$ cat src/ssp_pkg.sv
// Summary of operation
// - Shift data bit on each serial clock rise.
// - Strobe rising edge copies shift word to latches.
// - Serial clock up to 20 MHz supported.
// - One latched word changes output frequency.
// - Buffer enable forces reference output on.
// - Fastlock pin: loop control or programmable output.
// - Monitor pin: test frequency or lock detect.
package ssp_pkg;
  localparam int WORD_W = 24;
  localparam logic [23:0] WORD_RST = 24'h000000;
  // Link clock limit and derived minimum sample spacing.
  localparam int LINK_MHZ_MAX = 20;
  localparam int CLK_MHZ = 50;
  localparam int LINK_MIN_CYC = (CLK_MHZ + LINK_MHZ_MAX - 1) / LINK_MHZ_MAX;
  // Control field positions in the latched word.
  localparam int FL_MODE_LO = 22;
  localparam int FL_MODE_HI = 23;
  localparam int MON_SEL_BIT = 21;
  localparam int REF_EN_BIT = 20;
  // Fastlock pin modes.
  localparam logic [1:0] FL_LOOP = 2'h0;
  localparam logic [1:0] FL_LOW = 2'h1;
  localparam logic [1:0] FL_HIGH = 2'h2;
  localparam logic [1:0] FL_HIZ = 2'h3;
endpackage

$ cat src/ssp_port.sv
`timescale 1ns/1ps
`default_nettype none
module ssp_port (
  // Clock and reset
  input wire logic clk,
  input wire logic srst,
  // Three-wire programming link
  input wire logic link_clk,
  input wire logic link_data,
  input wire logic load_strobe,
  // Device pins
  input wire logic chip_enable,
  input wire logic ref_buffer_enable,
  input wire logic ref_input,
  input wire logic loop_fastlock,
  input wire logic test_freq,
  input wire logic lock_detect,
  output logic ref_buffer_output,
  output logic fastlock_output,
  output logic fastlock_output_oe,
  output logic test_lock_monitor_output,
  // Latched word and power down for the synthesizer core
  output logic [23:0] prog_word,
  output logic prog_load,
  output logic power_down
);
  // ==========================================================
  // Input synchronisers
  // The link and enable pins pass two flops before any logic reads them; the cost is two
  // cycles of latency on each link edge, which the link timing allows.
  logic clk_s, data_s, le_s, ce_s, en_s;
  ssp_sync u_clk (.clk(clk), .srst(srst), .d(link_clk), .q(clk_s));
  ssp_sync u_dat (.clk(clk), .srst(srst), .d(link_data), .q(data_s));
  ssp_sync u_le (.clk(clk), .srst(srst), .d(load_strobe), .q(le_s));
  ssp_sync u_ce (.clk(clk), .srst(srst), .d(chip_enable), .q(ce_s));
  ssp_sync u_en (.clk(clk), .srst(srst), .d(ref_buffer_enable), .q(en_s));

  // ==========================================================
  // State
  // One packed struct holds all state so that reset clears it in one place.
  typedef struct packed {
    logic clk_d;
    logic le_d;
    logic [ssp_pkg::WORD_W-1:0] shift;
    logic [ssp_pkg::WORD_W-1:0] latch;
    logic load;
    logic fl_out;
    logic fl_oe;
    logic mon;
  } ssp_state_t;
  ssp_state_t st_reg;
  ssp_state_t st_next;
  logic [1:0] fl_mode;

  assign fl_mode = st_reg.latch[ssp_pkg::FL_MODE_HI:ssp_pkg::FL_MODE_LO];

  // Edges are found on the synchronised copies, so one sample per link
  // clock half period are needed; 50 MHz covers the 20 MHz ceiling only
  // if the host keeps each half period at least one clk period long.
  always_comb begin
    st_next = st_reg;
    st_next.clk_d = clk_s;
    st_next.le_d = le_s;
    st_next.load = 1'b0;
    if (clk_s && !st_reg.clk_d) begin
      st_next.shift = {st_reg.shift[22:0], data_s};
    end
    // A strobe that stays high does not stop shifting; only its rising
    // edge copies the word.
    if (le_s && !st_reg.le_d) begin
      st_next.latch = st_reg.shift;
      st_next.load = 1'b1;
    end
    // A released pin keeps its level low so that no stale value remains.
    case (fl_mode)
      ssp_pkg::FL_LOOP: begin
        st_next.fl_out = loop_fastlock;
        st_next.fl_oe = 1'b1;
      end
      ssp_pkg::FL_LOW: begin
        st_next.fl_out = 1'b0;
        st_next.fl_oe = 1'b1;
      end
      ssp_pkg::FL_HIGH: begin
        st_next.fl_out = 1'b1;
        st_next.fl_oe = 1'b1;
      end
      default: begin
        st_next.fl_out = 1'b0;
        st_next.fl_oe = 1'b0;
      end
    endcase
    st_next.mon = st_reg.latch[ssp_pkg::MON_SEL_BIT] ? lock_detect
                                                      : test_freq;
    // Reset wins over any edge seen in the same cycle.
    if (srst) begin
      st_next = '0;
      st_next.latch = ssp_pkg::WORD_RST;
    end
  end

  always_ff @(posedge clk) begin
    st_reg <= st_next;
  end

  // ==========================================================
  // Output pins
  // The reference path stays combinational so the buffered clock is not
  // resampled at the logic clock rate.
  assign ref_buffer_output = (en_s || (ce_s &&
    st_reg.latch[ssp_pkg::REF_EN_BIT])) ? ref_input : 1'b0;
  // Power down follows the pin only; shifting and latching carry on.
  assign power_down = !ce_s;
  assign prog_word = st_reg.latch;
  assign prog_load = st_reg.load;
  assign fastlock_output = st_reg.fl_out;
  assign fastlock_output_oe = st_reg.fl_oe;
  assign test_lock_monitor_output = st_reg.mon;
endmodule
`default_nettype wire

$ cat src/ssp_sync.sv
`timescale 1ns/1ps
`default_nettype none
module ssp_sync (
  // Clock and reset
  input wire logic clk,
  input wire logic srst,
  // Asynchronous level in, synchronised level out
  input wire logic d,
  output logic q
);
  typedef struct packed {
    logic s1;
    logic s2;
  } ssp_sync_t;
  ssp_sync_t st_reg;
  ssp_sync_t st_next;
  always_comb begin
    st_next.s1 = d;
    st_next.s2 = st_reg.s1;
    if (srst) begin
      st_next = '0;
    end
  end
  always_ff @(posedge clk) begin
    st_reg <= st_next;
  end
  assign q = st_reg.s2;
endmodule
`default_nettype wire

$ cat config.mk
export PLATFORM = sky130hd
export DESIGN_NAME = ssp_port
export DESIGN_NICKNAME = d
export VERILOG_FILES = /design/src/ssp_pkg.sv /design/src/ssp_port.sv /design/src/ssp_sync.sv
export SDC_FILE = /design/constraint.sdc
export NUM_CORES = 1
export LEC_CHECK = 0
export ABC_CLOCK_PERIOD_IN_PS = 1280
export BUFFER_PORTS_ARGS = -buffer_cell sky130_fd_sc_hd__buf_4
export CAP_MARGIN = 20
export CORE_ASPECT_RATIO = 1.75
export CORE_MARGIN = 10
export CORE_UTILIZATION = 31
export DETAILED_ROUTE_END_ITERATION = 8
export PLACE_DENSITY = 0.58
export SLEW_MARGIN = 10
export SYNTH_ARGS = -nofsm -noshare
export SYNTH_HDL_FRONTEND = slang
export SYNTH_SLANG_ARGS = --single-unit
$ cat constraint.sdc
create_clock -name clk -period 1.28 [get_ports clk]
set_clock_uncertainty 0.05 [all_clocks]
set_input_delay 0.128 -clock clk [delete_from_list [all_inputs] [get_ports clk]]
set_output_delay 0.128 -clock clk [all_outputs]
set_load 0.03 [all_outputs]
==> results of run 1 <==
[final timing paths]
kind	slack, ps	endpoint	cells after the start	from
setup / recovery	90	ref_buffer_output	3	prog_word[20]
setup reg to reg	160	st_reg[36]	3	u_clk.q
hold / removal	20	fastlock_output	3	loop_fastlock
hold reg to reg	380	u_ce.q	1	u_ce.st_reg[1]
[worst reg2reg max path: cells and delay by family (launching register included)]
family / cells / cell delay [ps]
flops: 1 / 370
buf+inv: 1 / 220
simple gates: 1 / 200
mux: 1 / 200
[cell usage in the layout, fill, tap and decap left out, drive strengths merged]
master,Yosys,layout
dfxtp,64,64
nand2b,50,50
mux2i,48,48
buf,33,46
nor2b,15,15
clkbuf,4,14
dlygate4sd3,0,7
nor2,3,3
a21oi,2,2
inv,1,1
nand4bb,1,1
o21ai,1,1
nor3,1,1
bufinv,0,1
clkinv,0,1
[per-stage QoR]
stage	utilization	cell area [um2]
2_1_floorplan	-	2510
3_3_place_gp	0.345	2730
3_5_place_dp	0.345	2730
4_1_cts	0.394	3110
5_1_grt	0.394	3110
6_report	0.394	3110
[per-layer routing]
layer	part of all wire	wire length [um]
met1	0.41	1790
met2	0.53	2340
met3	0.032	139
met4	0.033	145
met5	0	0
[where the power goes]
part           internal (mW)  leakage [nW]  switching (mW)  total [mW]
clock network           1.71         0.159           0.811        2.53
logic                  0.120         0.608          0.0892       0.209
registers               2.02         0.519         0.00799        2.03
total                   3.85          1.29           0.908        4.76
[area by class of cell]
type	count	area share
inverter	1	0.00121
clock inverter	2	0.0112
multi-input combinational	121	0.303
timing repair buffer	53	0.145
sequential	64	0.411
tap	90	0.0362
clock buffer	14	0.0912
[cells by family (layout without fill, tap and decap cells)]
group	after synthesis	in the layout	synth area share
DFF	64	64	0.510
muxes	48	48	0.191
buffers and inverters	38	70	0.114
and+or+nand+nor	70	70	0.179
AOI/OAI and AO/OA	3	3	0.00597
[timing repair]
action / CTS / global route
hold endpoints to repair: 6 / 0
hold buffers: 7 / 0
setup endpoints to repair: 0 / 0
gates resized for setup: 0 / 0
==> impl_metrics.toml, run 1 <==
[timing]
rsz0062_at_grt = "false"
drv_slew = 0
final.setup.worst_slack_ps = 86.0
slew_headroom = 0.732
setup_violations = 0
finalCritPeriodShare = 0.933
hold_viol_final = 0
tns_ps = 0
max_freq_mhz = 837
whs_ps = 17.3
tightest_slew_ps = 401
finalCriticalPeriod_ps = 1190

[worst_setup_path]
crit_family = "flip-flops"
start_kind = "flip-flop"
worstPathMaxFanout = 3
path_buf_inv = 1
worstPathRequired_ps = 1100
cp.arrival_ps = 1020
path_class = "flip-flop to primary output"
critical-path-max-stage-delay_ps = 350
cp_cell_sequence = "a21oi_1, nor2b_1, buf_4"
endpoint_kind = "primary output"
crit_path_top_delay_cell = "dfxtp_1"

[power_and_ir_drop]
power_density_nw_per_um2 = 1530
p_total_mw = 4.76
p_leak_nw = 1.29
peakVddDrop_uv = 804

[synthesis]
synthCells = 223
synth_edf_count = 0
synth_area_leaders = "dfxtp_1 51%, mux2i_1 19%, nand2b_1 12%"
synth.most_common_cell = "dfxtp_1"
yosysSeqAreaShare = 0.510
yosysTopAreaCell = "dfxtp_1"
synth_fp_nets = 234
synth_top_cells_by_count = "64 x dfxtp_1, 50 x nand2b_1, 48 x mux2i_1"
async_flop_share = 0
ys_seq_elements = 64
ys_types = 15
synth_area_per_cell_um2 = 11.3
synthesis.area_um2 = 2510
yosys_most_used_dff = "dfxtp_1"
yosys_warnings = 0
synth_top_area_frac = 0.510

[detailed_routing]
viasPerCell = 4.26
antenna_left = 0
wl_um = 4410
drt_iter0_drc = 76
drtPass1Iterations = 4
vias = 1468
drcViolationCount = 0
wire_per_inst_um = 12.8

[job]
max_cap_viol_count = 0

[cts]
worstSkewPairLatency_ps = 320
cts_sinks = 64
path_clk_slew_ps = 50
ctsLongestPathBuffers = 2
cts_tree = "built"
htreeDepth = 3
post_cts_buffers = 0
cts-root-buf = "clkbuf_16"
cts_buffers = 9

[layout]
drive_gt1_frac = 0.247
nets = 261
instances_no_fill = 345
seq_area_um2 = 1280
multi_input_area_um2 = 945
fill_cells = 783
antenna_cells = 0
syn_to_final_growth_pct = 23.9
largest_reg_flops = 26

[hold_path]
hp-class = "primary input to flip-flop"

[global_route]
busiest_layer = "met2"
grt_pass1_vias = 1565
use_met1 = 0.0795
grt_pass1_wl_um = 7520
grt_overflow = 0
grt_use_met2 = 0.131
use_met3 = 0.0229
grtUsageTotal = 0.0791
antenna_found_initial = 0
grt_max_degree = 54

[floorplanning]
rows = 43
ios = 41
core_um2 = 7910
die_h_um = 139
initial_core_util = 0.318
die-area_um2 = 12300
fp.dieW_um = 88.1

[placed_design]
place_ws_ps = 178
placedCellCount = 322
gp_congestion = 0.635
io_buffers = 40
dp.final_hpwl_um = 2940

[run_status]
status = "completed"
No activity file was read; power rests on OpenSTA's default activity.
==> inputs of run 2 (changes only) <==
--- a/config.mk
+++ b/config.mk
@@ -5,7 +5,7 @@
 export SDC_FILE = /design/constraint.sdc
 export NUM_CORES = 1
 export LEC_CHECK = 0
-export ABC_CLOCK_PERIOD_IN_PS = 1280
+export ABC_CLOCK_PERIOD_IN_PS = 1200
 export BUFFER_PORTS_ARGS = -buffer_cell sky130_fd_sc_hd__buf_4
 export CAP_MARGIN = 20
 export CORE_ASPECT_RATIO = 1.75
@@ -13,6 +13,7 @@
 export CORE_UTILIZATION = 31
 export DETAILED_ROUTE_END_ITERATION = 8
 export PLACE_DENSITY = 0.58
+export REMOVE_ABC_BUFFERS = 1
 export SLEW_MARGIN = 10
 export SYNTH_ARGS = -nofsm -noshare
 export SYNTH_HDL_FRONTEND = slang
==> constraint.sdc (replaced) <==
create_clock -name clk -period 1.2 [get_ports clk]
set_clock_uncertainty 0.05 [all_clocks]
set_input_delay 0.12 -clock clk [delete_from_list [all_inputs] [get_ports clk]]
set_output_delay 0.12 -clock clk [all_outputs]
set_load 0.03 [all_outputs]
==> run 2 against run 1 <==
Final cell count rose by 0.58%. Cell area rose by 1.6%. Via count increased by 1.8%. First-iteration DRC count shrank 33%. Sequential share of layout area is 0.57 points lower. Global-route usage shrank 0.28 points. Core utilization grew 0.63 points. Hold slack improved by 0.63 ps. Count of clock-buffer cells in the layout down 3. Flip-flop and latch count unchanged. Critical endpoint unchanged.
==> impl_metrics.toml, run 2 (synthesized netlist as in run 1, its figures left out) <==
[run_status]
status = "completed"

[worst_setup_path]
cp.arrival_ps = 970
ff2ff_path_depth = 3
endpoint_kind = "primary output"
path_class = "flip-flop to primary output"
start_kind = "flip-flop"
crit_path_top_delay_cell = "dfxtp_2"
worstPathRequired_ps = 1030
cp_cell_sequence = "a21oi_2, nor2b_1, buf_4"
critical-path-max-stage-delay_ps = 340
worstPathMaxFanout = 3

[placed_design]
gp_congestion = 0.685
dp.final_hpwl_um = 3090
place_ws_ps = 122
place_area_um2 = 2770
placedCellCount = 324
io_buffers = 40

[cts]
cts_sinks = 64
ctsLongestPathBuffers = 2
post_cts_buffers = 0
htreeDepth = 3
worstSkewPairLatency_ps = 320
cts_buffers = 9
cts-root-buf = "clkbuf_16"
path_clk_slew_ps = 50
cts_tree = "built"

[global_route]
grtUsageTotal = 0.0763
grt_max_degree = 20
grt_pass1_vias = 1525
grt_overflow = 0
grt_pass1_wl_um = 7360
antenna_found_initial = 0

[layout]
final_area_um2 = 3160
drive_gt1_frac = 0.265
fin_util = 0.400
nets = 263
largest_reg_flops = 26
final_common_cell = "dfxtp_1"
syn_to_final_growth_pct = 25.9
final_cell_mix = "62 x dfxtp_1, 50 x nand2b_1, 48 x mux2i_1"
antenna_cells = 0
instances_no_fill = 347

[timing]
slew_headroom = 0.912
max_freq_mhz = 875
rsz0062_at_grt = "true"
hold_viol_final = 0
finalCritPeriodShare = 0.953
tightest_slew_ps = 129
tns_ps = 0
drv_slew = 0
final.setup.worst_slack_ps = 56.7
setup_violations = 0
finalCriticalPeriod_ps = 1140

[detailed_routing]
wire_per_inst_um = 12.4
drcViolationCount = 0
wl_um = 4300
drtPass1Iterations = 4
viasPerCell = 4.31
vias = 1495
antenna_left = 0
drt_iter0_drc = 51

[floorplanning]
rows = 43
initial_core_util = 0.318
fp.dieW_um = 88.1
die_h_um = 139
die-area_um2 = 12300
ios = 41
core_um2 = 7910

[power_and_ir_drop]
internal_power_mw = 4.16
power_density_nw_per_um2 = 1620
p_comb_frac = 0.046
seqPwrFrac = 0.420
peakVddDrop_uv = 918
p_leak_nw = 1.30
p_clk_frac = 0.534
p_sw_uw = 980
p_sw_frac = 0.191

[job]
max_cap_viol_count = 0

[hold_path]
hp-class = "primary input to flip-flop"
hold_depth = 3
run 2: final timing paths:
kind	startpoint	end	slack [ps]
worst max-delay path	prog_word[20]	ref_buffer_output	60
worst min-delay path	loop_fastlock	fastlock_output	20
worst max register to register	u_clk.q	st_reg[40]	130
worst min register to register	u_ce.st_reg[1]	u_ce.q	380
run 2: layout make-up:
class                      count  area [um2]
clock buffer                  11         243
sequential                    64        1280
tap                           90         113
inverter                       1        3.75
fill                         782        4740
clock inverter                 5        80.1
multi-input combinational    121         948
timing repair buffer          55         493
run 2: stage by stage:
stage / power, mW / hold WS [ps]
finish: 5.14 / 17.9
global route: 5.35 / 26.2
CTS: 5.21 / 20.5
detailed placement: 2.43 / 289
global placement: 2.43 / 284
floorplan: 2.31 / 139
run 2: what timing repair did:
action / CTS / global route
setup endpoints to repair: 1 / 1
hold endpoints to repair: 6 / 0
gates resized for setup: 1 / 2
pin swaps: 0 / 0
hold buffers: 7 / 0
run 2: routing by layer:
metal | global-route usage | share of wire | vias up
li1 | - | - | 756
met1 | 0.0818 | 0.41 | 702
met2 | 0.120 | 0.51 | 29
met3 | 0.0341 | 0.065 | 8
met4 | 0.0423 | 0.019 | 0
met5 | 0 | 0 | -
run 2: power by group through the flow:
stage          Clock, mW  Sequential, mW  Combinational (mW)
3_3_place_gp           0            2.20               0.221
4_1_cts             2.81            2.16               0.241
3_5_place_dp           0            2.20               0.222
5_1_grt             2.94            2.16               0.254
6_report            2.74            2.16               0.236
2_1_floorplan          0            2.22              0.0980
run 2: worst max-delay path, delay by kind of cell (launching register included):
| kind | cells | cell delay (ps) |
|---|---|---|
| buf+inv | 1 | 170 |
| flops | 1 | 340 |
| simple gates | 1 | 100 |
| compound gates | 1 | 50 |
==> inputs of run 3 (changes only) <==
--- a/config.mk
+++ b/config.mk
@@ -12,6 +12,7 @@
 export CORE_MARGIN = 10
 export CORE_UTILIZATION = 31
 export DETAILED_ROUTE_END_ITERATION = 8
+export HOLD_SLACK_MARGIN = 0.12
 export PLACE_DENSITY = 0.58
 export REMOVE_ABC_BUFFERS = 1
 export SLEW_MARGIN = 10
==> run 3 against run 2 <==
Core utilization up 0.49 points. Largest power group unchanged. Cell area up 1.2%. Critical endpoint unchanged. Die area unchanged. Sequential power about the same. Highest routed layer unchanged. Non-clock buffer count up 2.
==> impl_metrics.toml, run 3 (synthesized netlist as in run 1, its figures left out) <==
[run_status]
status = "completed"

[layout]
final_cell_mix = "62 x dfxtp_1, 48 x nand2b_1, 48 x mux2i_1"
nets = 265
syn_to_final_growth_pct = 27.4
largest_reg_flops = 26
drive_gt1_frac = 0.270
final_common_cell = "dfxtp_1"
antenna_cells = 0

[worst_setup_path]
worstPathMaxFanout = 3
start_kind = "flip-flop"
endpoint_kind = "primary output"
rrSetupSlack_ps = 120
path_class = "flip-flop to primary output"
worstPathRequired_ps = 1030
cp.arrival_ps = 970

[cts]
cts-root-buf = "clkbuf_16"
path_clk_slew_ps = 50
htreeDepth = 3
ctsLongestPathBuffers = 2
cts_sinks = 64
cts_buffers = 9
worstSkewPairLatency_ps = 320
cts_tree = "built"
post_cts_buffers = 0

[global_route]
grt_overflow = 0
grtUsageTotal = 0.0768
antenna_found_initial = 0
grt_pass1_wl_um = 7420
grt_pass1_vias = 1538
grt_max_degree = 20

[detailed_routing]
drt-met1-wl_um = 1760
routed.top_layer = "met4"
drcViolationCount = 0
antenna_left = 0
vias = 1495
wire_per_inst_um = 12.4
drt_iter0_drc = 58
viasPerCell = 4.28
route.met3.wl_um = 287
drtPass1Iterations = 4
wl_met2_um = 2180
wl_um = 4320

[timing]
drv_slew = 0
slew_headroom = 0.912
whs_ps = 383
final.setup.worst_slack_ps = 56.7
tightest_slew_ps = 129
max_freq_mhz = 875
tns_ps = 0
hold_viol_final = 0
setup_violations = 0
finalCritPeriodShare = 0.953
finalCriticalPeriod_ps = 1140
rsz0062_at_grt = "true"

[placed_design]
gp_congestion = 0.685
dp.final_hpwl_um = 3090
place_ws_ps = 122
io_buffers = 40

[floorplanning]
core_um2 = 7910
ios = 41
initial_core_util = 0.318
die-area_um2 = 12300
die_h_um = 139
rows = 43
fp.dieW_um = 88.1

[power_and_ir_drop]
seqPwrFrac = 0.420
p_sw_uw = 981
internal_power_mw = 4.17
power_density_nw_per_um2 = 1610
p_clk_frac = 0.533
p_sw_frac = 0.191
peakVddDrop_uv = 918
p_leak_nw = 1.32
p_comb_frac = 0.048

[hold_path]
hp-class = "flip-flop to flip-flop"

[job]
max_cap_viol_count = 0
run 3: cell count changes in the layout (fill, tap and decap cells not counted), sizes merged:
cell,delta
dlygate4sd3,+2
run 3: what timing repair did:
action | CTS | global route
gates cloned | 0 | 0
resized for setup | 1 | 5
setup endpoints to repair | 1 | 20
hold endpoints to repair | 8 | 0
hold buffers | 9 | 0
run 3: worst paths after layout:
kind             startpoint           endpoint  depth (start not counted)
max           prog_word[20]  ref_buffer_output                          3
min          u_ce.st_reg[1]             u_ce.q                          1
max reg2reg         u_clk.q         st_reg[40]                          3
min reg2reg  u_ce.st_reg[1]             u_ce.q                          1
run 3: metrics by stage:
stage	utilization	instance area [um2]	instances	total power, mW
3_3_place_gp	0.350	2770	324	2.43
6_report	0.405	3200	349	5.15
4_1_cts	0.402	3180	349	5.22
3_5_place_dp	0.350	2770	324	2.43
5_1_grt	0.405	3200	349	5.36
2_1_floorplan	-	2230	186	2.31
run 3: layout make-up:
type                            count  area [um2]
Tap cell                           90         113
Inverter                            1        3.75
Clock inverter                      5        80.1
Timing Repair Buffer               57         517
Sequential cell                    64        1280
Fill cell                         777        4710
Clock buffer                       11         243
Multi-Input combinational cell    121         963
run 3: critical path: stages, from the launching register on:
cell and delay [ps]:
dfxtp_2 340, a21oi_2 50, nor2b_1 100, buf_4 170
run 3: per-layer routing:
layer  track usage  up-vias
met1        0.0821      698
met5             0        -
met2         0.121       29
li1              -      760
met4        0.0423        0
met3        0.0347        8
run 3: power by group through the flow:
stage	combinational, mW	sequential [mW]	clock [mW]
after floorplan	0.0980	2.22	0
after global placement	0.221	2.20	0
after detailed placement	0.222	2.20	0
after CTS	0.246	2.16	2.81
after global routing	0.264	2.16	2.94
final	0.245	2.16	2.74
